### src/rtl/pprr_defines.svh
// Constants for the row repair sequencer and its controller
`ifndef PPRR_DEFINES_SVH
`define PPRR_DEFINES_SVH
`define PPRR_CLK_MHZ      50
`define PPRR_BIT_HARD     13
`define PPRR_BIT_SOFT     5
`define PPRR_MR_ENABLE    3'h4
`define PPRR_MR_KEY       3'h0
`define PPRR_KEY0         5'h19
`define PPRR_KEY1         5'h0f
`define PPRR_KEY2         5'h17
`define PPRR_KEY3         5'h07
`define PPRR_KEY_LOW      7'h7f
`define PPRR_BEATS        3'h4
`define PPRR_SKIP_BEATS   3'h2
`define PPRR_WL_CK        32'd11
`define PPRR_T_MOD_CK     32'd24
`define PPRR_T_RCD_NS     15
`define PPRR_T_RP_NS      15
`define PPRR_T_WR_NS      15
`define PPRR_T_EXIT_NS    15
`define PPRR_T_PST_US     50
`define PPRR_T_REFI_NS    7800
`define PPRR_T_PGM_MS     2000
`define PPRR_NS_CEIL(t)   (((t) * `PPRR_CLK_MHZ + 999) / 1000)
`define PPRR_RCD_CYC      `PPRR_NS_CEIL(`PPRR_T_RCD_NS)
`define PPRR_RP_CYC       `PPRR_NS_CEIL(`PPRR_T_RP_NS)
`define PPRR_WR_CYC       `PPRR_NS_CEIL(`PPRR_T_WR_NS)
`define PPRR_EXIT_CYC     `PPRR_NS_CEIL(`PPRR_T_EXIT_NS)
`define PPRR_PST_CYC      (`PPRR_T_PST_US * `PPRR_CLK_MHZ)
`define PPRR_REFI_CYC     ((`PPRR_T_REFI_NS * `PPRR_CLK_MHZ) / 1000)
`define PPRR_PGM_CYC      (`PPRR_T_PGM_MS * 1000 * `PPRR_CLK_MHZ)
`define PPRR_OFS_CTRL     12'h000
`define PPRR_OFS_TARGET   12'h004
`define PPRR_OFS_RESTORE  12'h008
`define PPRR_OFS_STATUS   12'h00c
`define PPRR_UNLOCK       8'ha5
`endif

### src/rtl/pprr_pkg.sv
// Types shared by both ends of the repair link
package pprr_pkg;
   // Link commands, one per memory clock
   typedef enum logic [2:0] {
      CMD_DES = 3'h0, CMD_MRS = 3'h1, CMD_ACT = 3'h2, CMD_WR = 3'h3,
      CMD_WRA = 3'h4, CMD_PRE = 3'h5, CMD_REF = 3'h6, CMD_OTH = 3'h7
   } pprr_cmd_t;
   // Device sequencer states, Gray along the repair path
   typedef enum logic [3:0] {
      DS_IDLE = 4'h0, DS_K0 = 4'h1, DS_K1 = 4'h3, DS_K2 = 4'h2, DS_K3 = 4'h6,
      DS_ARMED = 4'h7, DS_ROW = 4'h5, DS_DATA = 4'h4, DS_PGM = 4'hc,
      DS_FAIL = 4'h8
   } pprr_dstate_t;
   // Controller states, Gray along the repair path except the step from CS_PGM to CS_EXIT
   typedef enum logic [3:0] {
      CS_IDLE = 4'h0, CS_PREA = 4'h1, CS_ENTER = 4'h3, CS_KEY = 4'h2,
      CS_ACT = 4'h6, CS_WRITE = 4'h7, CS_DATA = 4'h5, CS_PGM = 4'h4,
      CS_PRE = 4'hc, CS_EXIT = 4'hd, CS_POST = 4'hf, CS_MR0 = 4'he,
      CS_ABORT = 4'h8
   } pprr_cstate_t;
endpackage

### src/rtl/pprr_link_if.sv
// Command, address and data link between controller and memory
`timescale 1ns/1ns
`default_nettype none
interface pprr_link_if;
   import pprr_pkg::*;
   pprr_cmd_t   cmd;    // Command of this cycle
   logic [1:0]  bg;     // Bank group
   logic [1:0]  ba;     // Bank; also mode register number low bits
   logic [16:0] addr;   // Row or mode register value
   logic [15:0] dq;     // Write data
   logic        dq_oe;  // Controller drives data
   modport ctrl (output cmd, bg, ba, addr, dq, dq_oe);
   modport mem  (input cmd, bg, ba, addr, dq, dq_oe);
endinterface
`default_nettype wire

### src/rtl/pprr_ctrl.sv
// Controller end: APB registers and the repair command sequence
`timescale 1ns/1ns
`default_nettype none
`include "pprr_defines.svh"
module pprr_ctrl
   import pprr_pkg::*;
#(
   parameter logic [31:0] PGM_CYC = `PPRR_PGM_CYC  // Programming wait
) (
   input  wire logic        clk_sys_i,
   input  wire logic        reset_i,
   input  wire logic        psel_i,
   input  wire logic        penable_i,
   input  wire logic        pwrite_i,
   input  wire logic [11:0] paddr_i,
   input  wire logic [31:0] pwdata_i,
   output logic [31:0]      prdata_o,
   output logic             pready_o,
   output logic             pslverr_o,
   pprr_link_if.ctrl        link
);
   ////////////////////////////////////////////////////////////////////
   pprr_cstate_t st_q;
   logic        soft_q;         // Soft mode requested
   logic        wra_q;          // Auto-precharge variant
   logic        skip_q;         // Drive high pattern, no repair
   logic        safe_q;         // Software confirms DBI and CRC off
   logic [1:0]  tbg_q, tba_q;   // Target bank group and bank
   logic [16:0] trow_q;         // Target row
   logic [16:0] restore_q;      // Key register value to put back
   logic        done_q;         // Sequence finished
   logic        abort_q;        // Abort requested
   logic [31:0] tmr_q;          // Wait before next command
   logic [31:0] ref_q;          // Wait before next refresh
   logic [2:0]  idx_q;          // Key step or data beat
   logic        start, wr_acc, setup;
   pprr_cmd_t   cmd_q;
   logic [1:0]  bg_q, ba_q;
   logic [16:0] addr_q;
   logic [15:0] dq_q;
   logic        oe_q;

   // Register hit test, used only for the pslverr_o decode
   function automatic logic hit(input logic [11:0] a);
      return a == `PPRR_OFS_CTRL || a == `PPRR_OFS_TARGET ||
             a == `PPRR_OFS_RESTORE || a == `PPRR_OFS_STATUS;
   endfunction

   // Guard key address for one step
   function automatic logic [16:0] key_addr(input logic [2:0] i);
      logic [4:0] k;
      k = (i == 3'h0) ? `PPRR_KEY0 : (i == 3'h1) ? `PPRR_KEY1 :
          (i == 3'h2) ? `PPRR_KEY2 : `PPRR_KEY3;
      return {5'h00, k, `PPRR_KEY_LOW};
   endfunction

   ////////////////////////////////////////////////////////////////////
   // APB: zero wait states; read data latched in the setup cycle
   assign setup     = psel_i && !penable_i;
   assign wr_acc    = psel_i && penable_i && pwrite_i;
   assign pready_o  = 1'b1;
   assign pslverr_o = psel_i && penable_i && !hit(paddr_i);
   // Start needs the unlock byte and confirmed DBI/CRC off
   assign start = wr_acc && paddr_i == `PPRR_OFS_CTRL && pwdata_i[0]
                  && pwdata_i[15:8] == `PPRR_UNLOCK && pwdata_i[5]
                  && st_q == CS_IDLE;

   // Read mux
   always_ff @(posedge clk_sys_i) begin
      if (reset_i) begin
         prdata_o <= 32'h0;
      end else if (setup) begin
         if (paddr_i == `PPRR_OFS_CTRL) begin
            prdata_o <= {26'h0, safe_q, 1'b0, skip_q, wra_q, soft_q, 1'b0};
         end else if (paddr_i == `PPRR_OFS_TARGET) begin
            prdata_o <= {11'h0, trow_q, tba_q, tbg_q};
         end else if (paddr_i == `PPRR_OFS_RESTORE) begin
            prdata_o <= {15'h0, restore_q};
         end else if (paddr_i == `PPRR_OFS_STATUS) begin
            prdata_o <= {26'h0, st_q, done_q, st_q != CS_IDLE};
         end else begin
            prdata_o <= 32'h0;                 // Unmapped reads zero
         end
      end
   end

   // Settings; frozen while a sequence runs
   always_ff @(posedge clk_sys_i) begin
      if (reset_i) begin
         soft_q    <= 1'b0;
         wra_q     <= 1'b0;
         skip_q    <= 1'b0;
         safe_q    <= 1'b0;
         tbg_q     <= 2'h0;
         tba_q     <= 2'h0;
         trow_q    <= 17'h0;
         restore_q <= 17'h0;
      end else if (wr_acc && st_q == CS_IDLE) begin
         if (paddr_i == `PPRR_OFS_CTRL) begin
            soft_q <= pwdata_i[1];
            wra_q  <= pwdata_i[2];
            skip_q <= pwdata_i[3];
            safe_q <= pwdata_i[5];
         end else if (paddr_i == `PPRR_OFS_TARGET) begin
            tbg_q  <= pwdata_i[1:0];
            tba_q  <= pwdata_i[3:2];
            trow_q <= pwdata_i[20:4];
         end else if (paddr_i == `PPRR_OFS_RESTORE) begin
            restore_q <= pwdata_i[16:0];
         end
      end
   end

   // Abort request; the set wins over the clear by the sequencer
   always_ff @(posedge clk_sys_i) begin
      if (reset_i) begin
         abort_q <= 1'b0;
      end else if (wr_acc && paddr_i == `PPRR_OFS_CTRL && pwdata_i[4] && st_q != CS_IDLE) begin
         abort_q <= 1'b1;
      end else if (st_q == CS_ABORT || st_q == CS_IDLE) begin
         abort_q <= 1'b0;
      end
   end

   ////////////////////////////////////////////////////////////////////
   // Sequencer; every command is followed by its own wait in tmr_q,
   // during which deselects go out, and refreshes in CS_PGM when wra_q is set
   always_ff @(posedge clk_sys_i) begin
      if (reset_i) begin
         st_q   <= CS_IDLE;
         tmr_q  <= 32'h0;
         ref_q  <= 32'h0;
         idx_q  <= 3'h0;
         done_q <= 1'b0;
         cmd_q  <= CMD_DES;
         bg_q   <= 2'h0;
         ba_q   <= 2'h0;
         addr_q <= 17'h0;
         dq_q   <= 16'h0;
         oe_q   <= 1'b0;
      end else begin
         cmd_q <= CMD_DES;
         oe_q  <= 1'b0;
         if (ref_q != 32'h0) begin
            ref_q <= ref_q - 32'h1;
         end
         if (abort_q && st_q != CS_ABORT && st_q != CS_DATA && tmr_q == 32'h0) begin
            st_q <= CS_ABORT;                  // Premature end
         end else if (tmr_q != 32'h0) begin
            tmr_q <= tmr_q - 32'h1;
            if (st_q == CS_PGM && wra_q && ref_q == 32'h0) begin
               cmd_q <= CMD_REF;               // Only refresh while programming
               ref_q <= `PPRR_REFI_CYC - 32'h1;
            end
         end else begin
            case (st_q)
               CS_IDLE: begin
                  if (start) begin
                     st_q   <= CS_PREA;
                     done_q <= 1'b0;
                  end
               end
               CS_PREA: begin
                  cmd_q  <= CMD_PRE;           // All banks closed first
                  addr_q <= 17'h00400;
                  tmr_q  <= `PPRR_RP_CYC - 32'h1;
                  st_q   <= CS_ENTER;
               end
               CS_ENTER: begin
                  cmd_q  <= CMD_MRS;           // Mode entry
                  {bg_q[0], ba_q} <= `PPRR_MR_ENABLE;
                  bg_q[1] <= 1'b0;
                  addr_q <= soft_q ? (17'h1 << `PPRR_BIT_SOFT) : (17'h1 << `PPRR_BIT_HARD);
                  tmr_q  <= `PPRR_T_MOD_CK - 32'h1;
                  idx_q  <= 3'h0;
                  st_q   <= CS_KEY;
               end
               CS_KEY: begin
                  cmd_q  <= CMD_MRS;           // Back to back keys, nothing between
                  bg_q   <= 2'h0;
                  ba_q   <= 2'h0;
                  addr_q <= key_addr(idx_q);
                  tmr_q  <= `PPRR_T_MOD_CK - 32'h1;
                  idx_q  <= idx_q + 3'h1;
                  if (idx_q == 3'h3) begin
                     st_q <= CS_ACT;
                  end
               end
               CS_ACT: begin
                  cmd_q  <= CMD_ACT;           // Failing row
                  bg_q   <= tbg_q;
                  ba_q   <= tba_q;
                  addr_q <= trow_q;
                  tmr_q  <= `PPRR_RCD_CYC - 32'h1;
                  st_q   <= CS_WRITE;
               end
               CS_WRITE: begin
                  cmd_q  <= wra_q ? CMD_WRA : CMD_WR;
                  addr_q <= 17'h0;
                  tmr_q  <= `PPRR_WL_CK - 32'h1;  // First beat seen WL after write
                  idx_q  <= 3'h0;
                  st_q   <= CS_DATA;
               end
               CS_DATA: begin
                  oe_q  <= 1'b1;               // Low asks repair, high skips
                  dq_q  <= skip_q ? 16'hffff : 16'h0000;
                  idx_q <= idx_q + 3'h1;
                  if (idx_q == `PPRR_BEATS - 3'h1) begin
                     tmr_q <= PGM_CYC;         // Programming time
                     ref_q <= `PPRR_WR_CYC + `PPRR_RP_CYC;  // First refresh
                     st_q  <= CS_PGM;
                  end
               end
               CS_PGM: begin
                  cmd_q <= CMD_PRE;            // No refresh in plain variant
                  addr_q <= 17'h0;
                  bg_q  <= tbg_q;
                  ba_q  <= tba_q;
                  tmr_q <= `PPRR_EXIT_CYC - 32'h1;
                  st_q  <= CS_EXIT;
               end
               CS_EXIT, CS_ABORT: begin
                  cmd_q  <= CMD_MRS;           // Clear the mode bit
                  {bg_q[0], ba_q} <= `PPRR_MR_ENABLE;
                  bg_q[1] <= 1'b0;
                  addr_q <= 17'h0;
                  tmr_q  <= `PPRR_PST_CYC - 32'h1;   // Settle, nothing sent
                  st_q   <= CS_POST;
               end
               CS_POST: begin
                  cmd_q  <= CMD_MRS;           // Put the key register back
                  bg_q   <= 2'h0;
                  ba_q   <= 2'h0;
                  addr_q <= restore_q;
                  tmr_q  <= `PPRR_T_MOD_CK - 32'h1;
                  st_q   <= CS_MR0;
               end
               default: begin
                  done_q <= 1'b1;
                  st_q   <= CS_IDLE;
               end
            endcase
         end
      end
   end

   assign link.cmd   = cmd_q;
   assign link.bg    = bg_q;
   assign link.ba    = ba_q;
   assign link.addr  = addr_q;
   assign link.dq    = dq_q;
   assign link.dq_oe = oe_q;
endmodule // pprr_ctrl
`default_nettype wire

### src/flat_wrapper.sv
// flat-port wrapper written by rule: the top's interface ports become plain ports
module pprr_ctrl_flat import pprr_pkg::*;
#(
   parameter logic [31:0] PGM_CYC = `PPRR_PGM_CYC                     
)
  (clk_sys_i, reset_i, psel_i, penable_i, pwrite_i, paddr_i, pwdata_i, prdata_o, pready_o, pslverr_o, link_cmd, link_bg, link_ba, link_addr, link_dq, link_dq_oe);
  pprr_link_if link_i ();
  input  wire logic clk_sys_i;
  input  wire logic reset_i;
  input  wire logic psel_i;
  input  wire logic penable_i;
  input  wire logic pwrite_i;
  input  wire logic [11:0] paddr_i;
  input  wire logic [31:0] pwdata_i;
  output logic [31:0] prdata_o;
  output logic pready_o;
  output logic pslverr_o;
  output wire logic [$bits(link_i.cmd)-1:0] link_cmd;
  output wire logic [$bits(link_i.bg)-1:0] link_bg;
  output wire logic [$bits(link_i.ba)-1:0] link_ba;
  output wire logic [$bits(link_i.addr)-1:0] link_addr;
  output wire logic [$bits(link_i.dq)-1:0] link_dq;
  output wire logic [$bits(link_i.dq_oe)-1:0] link_dq_oe;
  assign link_cmd = link_i.cmd;
  assign link_bg = link_i.bg;
  assign link_ba = link_i.ba;
  assign link_addr = link_i.addr;
  assign link_dq = link_i.dq;
  assign link_dq_oe = link_i.dq_oe;
  pprr_ctrl #(.PGM_CYC(PGM_CYC)) u_core (.clk_sys_i(clk_sys_i), .reset_i(reset_i), .psel_i(psel_i), .penable_i(penable_i), .pwrite_i(pwrite_i), .paddr_i(paddr_i), .pwdata_i(pwdata_i), .prdata_o(prdata_o), .pready_o(pready_o), .pslverr_o(pslverr_o), .link(link_i));
endmodule
### config.mk
export PLATFORM = sky130hd
export DESIGN_NAME = pprr_ctrl_flat
export DESIGN_NICKNAME = d
export VERILOG_FILES = /design/src/rtl/pprr_pkg.sv /design/src/rtl/pprr_link_if.sv /design/src/rtl/pprr_ctrl.sv /design/src/flat_wrapper.sv
export VERILOG_INCLUDE_DIRS = /design/src /design/src/rtl
export SDC_FILE = /design/constraint.sdc
export NUM_CORES = 1
export LEC_CHECK = 0
export BUFFER_PORTS_ARGS = -buffer_cell sky130_fd_sc_hd__buf_2
export CORE_AREA = 4 4 129 131
export CTS_BUF_LIST = sky130_fd_sc_hd__clkbuf_4 sky130_fd_sc_hd__clkbuf_8
export CTS_CLUSTER_SIZE = 8
export DETAILED_ROUTE_END_ITERATION = 10
export DIE_AREA = 0 0 133 135
export PLACE_DENSITY = 0.77
export SLEW_MARGIN = 15
export SYNTH_ARGS = -nofsm -noshare
export SYNTH_HDL_FRONTEND = slang
export SYNTH_SLANG_ARGS = --single-unit
### constraint.sdc
create_clock -name clk_sys_i -period 2.69 [get_ports clk_sys_i]
set_input_delay 0.269 -clock clk_sys_i [delete_from_list [all_inputs] [get_ports clk_sys_i]]
set_output_delay 0.269 -clock clk_sys_i [all_outputs]
set_load 0.01 [all_outputs]
Word level (Yosys, flattened, before mapping)
Index checks and enable logic that the tools add are counted.
{"block": "word_totals", "out_inout_bits": 75, "regBits": 188, "in_bits": 49, "wordCells": 157}
{"block": "classes", "addsub": 3, "bitwise": 5, "n_eq_ne": 27, "n_mux": 37, "reduce_logical": 63}
{"op": "two-way mux 32 bit", "count": 11}
{"op": "one-hot mux 32 bit (5 select lines)", "count": 1}
{"op": "one-hot mux 17 bit (6 select lines)", "count": 1}
{"op": "zero test 32 bit", "count": 2}
{"op": "nonzero test 32 bit", "count": 2}
{"op": "subtractor 32 x 1 -> 32 bit (second input constant)", "count": 2}
{"op": "one-hot mux 4 bit (10 select lines)", "count": 1}
{"op": "equality test 12 x 4 -> 1 bit (second input constant)", "count": 2}
{"op": "AND reduction 3 bit", "count": 7}
{"op": "two-way mux 4 bit", "count": 5}
{"op": "logical AND 1 bit", "count": 17}
{"op": "equality test 4 x 3 -> 1 bit (second input constant)", "count": 4}
{"op": "two-way mux 16 bit", "count": 1}
{"op": "AND reduction 4 bit", "count": 4}
{"op": "two-way mux 5 bit", "count": 3}
{"op": "two-way mux 14 bit", "count": 1}
{"op": "OR reduction 2 bit", "count": 7}
{"op": "equality test 12 x 3 -> 1 bit (second input constant)", "count": 1}
{"op": "equality test 4 bit (second input constant)", "count": 3}
{"op": "zero test 12 bit", "count": 1}
{"op": "one-hot mux 3 bit (4 select lines)", "count": 1}
{"op": "nonzero test 6 bit", "count": 2}
{"op": "OR reduction 3 bit", "count": 4}
{"op": "OR reduction 10 bit", "count": 1}
{"op": "29 further kinds", "count": 51}

Logic depth before layout (Yosys ltp)
Gate-level depths: netlist of run 1.
{"block": "depth", "depth_word": 11, "depth_mapped": 11, "mapped_depth_nobuf": 8}

Least setup slack after synthesis of run 1
Ideal clock, no wire load.
{"block": "synth_timing", "path_kind": "register to register", "startpoint": "register u_core.ref_q[0]", "endpoint": "register u_core.ref_q[10]", "synth_period_minus_slack_ns": 2.608, "t_required_ns": 2.573, "slack_ns": 0.082, "setup_time_ns": 0.117, "n_path_buf": 3, "arrival_ns": 2.491, "stages_incl_launch_ff": 12, "path_cell_list": "dfxtp_1 inv_1 ha_1 or4b_1 clkbuf_1 nor3_1 nand4_1 or4b_1 buf_4 nand2_2 buf_2 nor2_1"}
{"block": "synth_between", "elab_chain_len": 6, "word_cells_on_any_way": 10, "cone_classes": "1 x add/sub; 6 x mux; 3 x reduce/logical"}
{"element": "start, declared", "line_no": "pprr_ctrl.sv:34", "source": "logic [31:0] ref_q;"}
{"element": "start signal, assigned", "line_no": "pprr_ctrl.sv:145", "source": "ref_q <= ref_q - 32'h1;"}
{"element": "start signal, assigned", "line_no": "pprr_ctrl.sv:153", "source": "ref_q <= `PPRR_REFI_CYC - 32'h1;"}
{"element": "start signal, assigned", "line_no": "pprr_ctrl.sv:210", "source": "ref_q <= `PPRR_WR_CYC + `PPRR_RP_CYC;"}
{"element": "subtractor 32 x 1 -> 32 bit / nonzero test 32 bit (equally long branches)", "line_no": "pprr_ctrl.sv:145, pprr_ctrl.sv:144"}
{"element": "two-way mux 32 bit", "line_no": "pprr_ctrl.sv:144", "source": "if (ref_q != 32'h0) begin"}
{"element": "two-way mux 32 bit", "line_no": "pprr_ctrl.sv:208", "source": "if (idx_q == `PPRR_BEATS - 3'h1) begin"}
{"element": "two-way mux 32 bit", "line_no": "pprr_ctrl.sv:156", "source": "case (st_q)"}
{"element": "two-way mux 32 bit", "line_no": "pprr_ctrl.sv:149", "source": "end else if (tmr_q != 32'h0) begin"}
{"element": "two-way mux 32 bit *", "line_no": "pprr_ctrl.sv:147", "source": "if (abort_q && st_q != CS_ABORT && st_q != CS_DATA && tmr_q == 32'h0) begin"}
Every way passes the cells marked *; elsewhere a longest branch is shown, timed or not.
A chain may end at the register's enable or synchronous reset.

Worst setup path after layout of run 1
{"block": "layout_timing", "startpoint": "register u_core.tmr_q[27]", "endpoint": "register u_core.ref_q[3]"}
{"block": "layout_between", "elab_chain_len": 3, "word_cells_on_any_way": 5, "cone_classes": "2 x mux; 3 x reduce/logical"}
{"element": "start, declared", "line_no": "pprr_ctrl.sv:33", "source": "logic [31:0] tmr_q;"}
{"element": "start signal, assigned", "line_no": "pprr_ctrl.sv:150", "source": "tmr_q <= tmr_q - 32'h1;"}
{"element": "start signal, assigned", "line_no": "pprr_ctrl.sv:166", "source": "tmr_q <= `PPRR_RP_CYC - 32'h1;"}
{"element": "start signal, assigned", "line_no": "pprr_ctrl.sv:174", "source": "tmr_q <= `PPRR_T_MOD_CK - 32'h1;"}
{"element": "nonzero test 32 bit / zero test 32 bit (equally long branches)", "line_no": "pprr_ctrl.sv:149, pprr_ctrl.sv:147"}
{"element": "two-way mux 32 bit / logical AND 1 bit (equally long branches)", "line_no": "pprr_ctrl.sv:149, pprr_ctrl.sv:147"}
{"element": "two-way mux 32 bit *", "line_no": "pprr_ctrl.sv:147"}
Marks and branches as above.

==> summary.txt, run 1 <==
Clocking
  • TritonCTS clock tree: yes
  • CTS Buf Count: 17
  • Num Clock Sinks: 162
  • Clock root buffer: clkbuf_8
  • Clock Path Buffers: 2
  • Clock transition at path regs: roughly 100 ps
  • CTS Hold Bufs: 0
  • Later-pin clock latency in the skew report: ~470 ps
  • H-Tree Depth: 4

Finish
  • Filler cell count: ~1400
  • # diodes: 0
  • Nets: approximately 1100
  • Final core occ: 0.597
  • Fraction of layout cells with a size suffix above 1: 0.199
  • Post-route insts no fill: roughly 1300
  • Area delta synth->final: 15.9%

Logic synthesis
  • Top cell type's share of synthesized area: 0.404
  • Post-synth EDFFs: 0
  • Yosys warns: 0
  • Yosys cell types: 71
  • Post-Syn Instances: 984
  • Register area share after synthesis: 0.404
  • Top post-synthesis cells by area: dfxtp_1 40%, nor2_1 7.0%, mux2i_1 6.2%
  • Syn_area_per_cell: around 8.2 µm²
  • Mapped Area: between 0.008 and 0.009 mm²
  • Area leader, netlist: dfxtp_1
  • Top_reg_cell synth: dfxtp_1
  • Post-synth ARST share: 0
  • Yosys reg bits: ~160

Drt
  • Via count: between 7000 and 8000
  • Drt pass-1 iters: 5
  • Vias per cell: 5.61
  • DR iter-0 viols: 480
  • DR WL/cell: about 16 µm
  • Final wirelength: just over 20000 µm
  • Post-route ant nets: 0
  • DRC Markers: 0

Worst setup path
  • Crit-path max FO: 27
  • CP Launch Point: u_core.tmr_q[27]$_SDFFE_PP0P_
  • Setup CP Type: reg -> reg
  • R2R Path End: u_core.ref_q[3]$_SDFF_PP0_
  • R2R depth: 8
  • Critical Path Sink Type: flip-flop
  • FF-to-FF setup slack: between 90 and 100 ps
  • FF-to-FF Start: u_core.tmr_q[27]$_SDFFE_PP0P_
  • Crit path arrival time: 2940 ps
  • CP Launch Type: flip-flop
  • WP data required: a little over 3000 ps

Global route
  • Gr ovfl total: 0
  • Largest net degree at the start of global routing: 46
  • Initial antenna violation count: 0
  • Vias in the first global route: 6889
  • GRT Overall Usage: 0.228
  • First-pass GRT wire length: 33900 µm

Timing
  • Final Cycle Share: 0.963
  • Slew headroom: 0.444
  • Slew at the pin with the worst max-slew slack: ~830 ps
  • Setup Skew: between 10 and 15 ps
  • Max Clock Freq: approximately 390 MHz
  • Min Tclk post-route: ~2600 ps
  • Final slew viol count: 0
  • Fin. Hold Viols: 0
  • Final setup violating endpoints: 0
  • Hold Slack: around 35 ps

Floorplanning
  • I/O pin count: 124
  • Initial Util: 0.515
  • Die area: roughly 0.018 mm²
  • Die height: roughly 140 µm
  • Chip Width: 133 µm
  • Core Region: 0.0156 mm²
  • Placement Rows: 46

Status
  • Status: finished clean

Place
  • IO Port Bufs: 100
  • Placed cells: between 1000 and 1500
  • Routability cong.: 0.840
  • DP Wirelength: 15000 µm

Min path
  • Worst Hold Depth: 3
  • Hold_sp: pwdata_i[19]
  • Hold endpoint: u_core.trow_q[15]$_SDFFE_PP0P_
  • Hold Crit Class: in -> reg

Power and ir drop
  • Peak VDD IR: between 0.5 and 0.6 mV
  • Pwr dens: about 900 mW/mm²
  • P_leak: around 3.8 nW

Flow run
  • Max_cap viols: 0
per-stage QoR:
step	setup slack, ps	area, µm²	total power, mW	setup TNS, ps
global route	-43.7	9300	9.02	-56.4
CTS	33.4	9220	8.19	0
global placement	74.8	8820	6.29	0
finish	99.9	9300	8.38	0
detailed placement	20.1	8820	6.37	0
floorplan	82.1	8070	5.45	0
critical path: stages (launching register included):
cell and delay (ps):
dfxtp_1 360, or4_4 580, or4_1 600, nor3_2 220
buf_6 190, a31oi_1 130, nand2_2 120, buf_12 170
nor2_1 70
cells in the mapped netlist (4+ instances only):
library cell / n
buf_2: 8
xnor2_1: 25
dfxtp_1: 162
buf_4: 29
or2_2: 5
clkbuf_1: 50
inv_1: 18
o21ai_1: 4
a21oi_1: 66
xor2_1: 18
a22oi_1: 19
a211oi_1: 10
a31oi_1: 7
a21boi_0: 12
nand2_1: 89
or3_1: 22
and3_1: 9
mux2i_1: 50
nor2_1: 149
nand3_1: 21
o32ai_1: 5
nor3_1: 30
o21ai_0: 45
nand2b_1: 7
nor4_1: 16
nand4_1: 10
nor2b_1: 7
or4_1: 19
ha_1: 6
kinds of logic (layout without fill, tap and decap cells):
| group | after synthesis | after routing | share of synthesized area |
|---|---|---|---|
| DFF | 162 | 162 | 0.404 |
| adders and majority gates | 6 | 6 | 0.00935 |
| AOI/OAI and AO/OA | 201 | 201 | 0.156 |
| and+or+nand+nor | 413 | 413 | 0.255 |
| buffers and inverters | 107 | 209 | 0.0648 |
| muxes | 50 | 50 | 0.0623 |
| other | 2 | 12 | 0.000936 |
| xor gates and xnor gates | 43 | 43 | 0.0469 |
report_power, final:
group          total [mW]  switching (mW)  internal, mW
sequential           3.02           0.319          2.71
combinational        3.55            1.92          1.63
clock                1.80            1.01         0.793
cell type report:
cell class                      instances  area [µm²]  area share
Multi-Input combinational cell        725        4350       0.468
Sequential cell                       162        3240       0.349
Clock buffer                           18         241      0.0260
Timing Repair Buffer                  158         967       0.104
Tap cell                              216         270      0.0290
Inverter                               19        71.3     0.00767
Clock inverter                         14         156      0.0168
per-layer routing:
metal / part of all wire / vias up / routed length [µm] / global-route usage
met5: 0 / - / 0 / 0
met4: 0.017 / 0 / 350 / 0.0751
met3: 0.058 / 24 / 1200 / 0.0428
met2: 0.48 / 229 / 9910 / 0.376
met1: 0.45 / 3464 / 9200 / 0.303
li1: - / 3641 / - / -
placed cells by master (no fill, tap or decap), types with 9 or more instances in the layout:
master / netlist / routed
a211oi_1: 10 / 10
a21boi_0: 12 / 12
a21oi_1: 66 / 66
a22oi_1: 19 / 19
and3_1: 9 / 9
buf_2: 8 / 99
buf_4: 29 / 56
clkbuf_8: 0 / 17
conb_1: 2 / 12
dfxtp_1: 162 / 162
inv_1: 18 / 18
mux2i_1: 50 / 50
nand2_1: 89 / 89
nand3_1: 21 / 21
nand4_1: 10 / 10
nor2_1: 149 / 149
nor3_1: 30 / 28
nor4_1: 16 / 14
o21ai_0: 45 / 45
or3_1: 22 / 22
or4_1: 19 / 14
xnor2_1: 25 / 25
xor2_1: 18 / 18
how the worst max path moves through the flow:
stage | endpoint | slack (ps)
6_report | u_core.ref_q[3]$_SDFF_PP0_ | 100
5_1_grt | u_core.tmr_q[0]$_SDFFE_PP0P_ | -40
3_3_place_gp | u_core.trow_q[3]$_SDFFE_PP0P_ | 70
4_1_cts | u_core.link.cmd[2]$_SDFF_PP0_ | 30
3_5_place_dp | u_core.trow_q[5]$_SDFFE_PP0P_ | 20
2_1_floorplan | u_core.ref_q[10]$_SDFF_PP0_ | 80
flip-flops by register name, summed over array words and instances (netlist names), 3 cells and up:
register          cells
u_core.idx_q          3
u_core.tmr_q         32
u_core.link.cmd       3
u_core.restore_q     17
u_core.st_q           4
u_core.prdata_o      21
u_core.link.addr     17
u_core.trow_q        17
u_core.ref_q         32
timing repair:
action | in CTS | in global routing
gates resized for setup | 0 | 13
endpoints found under the setup margin | 0 | 39
setup buffers | 0 | 4
(Power assumes the default switching activity.)
==> run 2: changes to the inputs <==
Settings changed: ABC_AREA set to 1, CAP_MARGIN set to 25, CORE_AREA 4 4 129 131 to 4 4 131 133, DIE_AREA 0 0 133 135 to 0 0 135 137, PLACE_DENSITY 0.77 to 0.78.
==> run 2 against run 1 <==
  * Synthesized cell count up 25%
  * Worst hold slack got worse by 6.8 ps
  * First-iteration DRC count up 45%
  * Final cell count increased by 17%
  * Critical path type unchanged
  * Largest power group unchanged
  * Highest routed layer unchanged
==> summary.txt, run 2 <==
Logic synthesis
  • Top_reg_cell synth: dfxtp_1
  • Top post-synthesis cells by area: dfxtp_1 38%, nor2_1 10%, nand2_1 10%
  • Yosys warns: 0
  • Syn_area_per_cell: 6.91 µm²
  • Register area share after synthesis: 0.383
  • Post-synth ARST share: 0
  • Post-synth EDFFs: 0
  • Mapped Area: 0.00848 mm²
  • Yosys reg bits: roughly 160
  • Yosys cell types: 48
  • Top cell type's share of synthesized area: 0.383
  • Area leader, netlist: dfxtp_1
  • Post-Syn Instances: approximately 1200
  • Most common cell in the synthesized netlist: nor2_1
  • Synth top cells by count: 235 x nor2_1, 233 x nand2_1, 162 x dfxtp_1, 89 x inv_1, 76 x a21oi_1

Min path
  • Hold Crit Class: in -> reg

Worst setup path
  • WP data required: 3040 ps
  • Largest delay contributor family on the critical path: simple AND/OR/NAND/NOR gates
  • Crit path cell chain: inv_1, ha_1, nand2_2, nor2_4, nand2_2, nor2_4, nand4_1, nand3_1, inv_1, nand2_1, nor2_1
  • Setup CP Type: reg -> reg
  • Critical Path Sink Type: flip-flop
  • CP Launch Type: flip-flop
  • Slowest cell on crit path: nor2_4
  • Buf/Inv on CP: 2
  • Crit path arrival time: 2760 ps
  • Crit-path max FO: 17
  • CP max stage delay: ~360 ps

Global route
  • GRT Overall Usage: 0.245
  • Largest net degree at the start of global routing: between 90 and 100
  • Met2 Use GR: 0.406
  • Initial antenna violation count: 0
  • M1 GR Usage: 0.309
  • Gr ovfl total: 0
  • Met3 Use GR: 0.0500
  • Vias in the first global route: approximately 8000
  • First-pass GRT wire length: ~37000 µm
  • Global route hottest layer: met2

Drt
  • Via count: between 8000 and 9000
  • DRC Markers: 0
  • Drt pass-1 iters: 8
  • Post-route ant nets: 0
  • Vias per cell: ~5.4
  • DR WL/cell: approximately 15 µm
  • DR iter-0 viols: between 600 and 700
  • Final wirelength: 22500 µm

Clocking
  • CTS Hold Bufs: 0
  • Later-pin clock latency in the skew report: approximately 480 ps
  • Clock root buffer: clkbuf_8
  • H-Tree Depth: 4
  • TritonCTS clock tree: yes
  • Num Clock Sinks: roughly 160
  • Clock transition at path regs: ~100 ps
  • Post-cts resize count: 0
  • CTS Buf Count: 17
  • Number of setup buffers added after CTS: 0
  • Clock Path Buffers: 2

Finish
  • Largest registers: u_core.ref_q (32), u_core.tmr_q (32), u_core.prdata_o (21)
  • Post-route insts no fill: around 1500
  • Area of the multi-input gates: around 0.0045 mm²
  • # diodes: 0
  • Nets: ~1400
  • Final core occ: 0.594
  • Commonest non-fill, non-tap cell in the layout: nor2_1
  • Filler cell count: ~1500
  • Area delta synth->final: 10.9%
  • Fraction of layout cells with a size suffix above 1: 0.153
  • Reg area: 0.00324 mm²
  • Most frequent cells in the layout: 235 x nor2_1, 233 x nand2_1, 162 x dfxtp_1, 100 x buf_2, 89 x inv_1

Place
  • Routability cong.: a little over 0.9
  • Placed cells: roughly 1500
  • DP Wirelength: around 16000 µm
  • IO Port Bufs: 100

Power and ir drop
  • Peak VDD IR: 0.598 mV
  • Pwr dens: 1040 mW/mm²
  • P_leak: 4.15 nW

Floorplanning
  • Die height: ~140 µm
  • Initial Util: 0.536
  • Core Region: 0.0158 mm²
  • Placement Rows: 46
  • Chip Width: 135 µm
  • Die area: 0.0185 mm²
  • I/O pin count: 124

Timing
  • Setup Skew: between 15 and 20 ps
  • Slew at the pin with the worst max-slew slack: slightly above 1000 ps
  • Final setup violating endpoints: 0
  • Setup total negative slack: 0 ps
  • Fin. Hold Viols: 0
  • Max Clock Freq: ~410 MHz
  • Final slew viol count: 0
  • Slew headroom: 0.314
  • Hold Slack: 28.2 ps
  • Final Cycle Share: 0.897
  • RSZ-0062 raised after global routing: no
  • Min Tclk post-route: roughly 2400 ps

Flow run
  • Max_cap viols: 0

Status
  • Status: finished clean
[run 2: cell count changes after synthesis, sizes merged, moves of 26 or more]
cell,previous run,this run
clkbuf,50,24
inv,18,95
mux2i,50,0
nand2,91,244
nand3,21,63
nor2,149,253
[run 2: routing by layer]
metal	vias to the layer above	routed length [µm]
met4	0	709
met1	3783	9700
met5	-	0
li1	4157	-
met3	61	1500
met2	305	10600
[run 2: worst min-delay path, delay by kind of cell]
family	cells	cell delay (ps)
buffers and inverters	1	80
AND/OR/NAND/NOR	2	120
[run 2: layout make-up]
type | instances | area share
clock buffers | 18 | 0.0264
clock inverters | 14 | 0.0152
inverters | 97 | 0.0390
multi-input cells | 906 | 0.476
flip-flops and latches | 162 | 0.345
well taps | 216 | 0.0288
repair buffers | 120 | 0.0692
[run 2: metrics by stage]
stage	setup slack, ps	instance area [µm²]	power [mW]
floorplan	739	8510	6.99
global placement	425	9010	7.83
detailed placement	347	9010	7.94
CTS	319	9400	9.74
global route	110	9400	10.5
finish	277	9400	9.77
[run 2: logic make-up after synthesis]
family          Yosys count  synth area share
buf+inv                 169            0.0936
simple gates            641             0.331
flops                   162             0.383
xor+xnor                 35            0.0362
other cells               2          0.000886
compound gates          212             0.147
fa+ha+maj                 6           0.00886
[run 2: final timing paths]
check | start | endpoint | slack [ps] | depth (start not counted)
hold / removal | pwdata_i[18] | u_core.trow_q[14]$_SDFFE_PP0P_ | 30 | 3
setup reg to reg | u_core.tmr_q[0]$_SDFFE_PP0P_ | u_core.tmr_q[15]$_SDFFE_PP0P_ | 280 | 11
hold reg to reg | u_core.link.addr[5]$_SDFFE_PP0P_ | u_core.link.addr[5]$_SDFFE_PP0P_ | 460 | 2
setup / recovery | u_core.tmr_q[0]$_SDFFE_PP0P_ | u_core.tmr_q[15]$_SDFFE_PP0P_ | 280 | 11
[run 2: where the power goes]
group	switching, mW	internal (mW)
Clock	0.995	0.786
Sequential	0.369	2.80
Combinational	3.13	1.69
Total	4.49	5.27
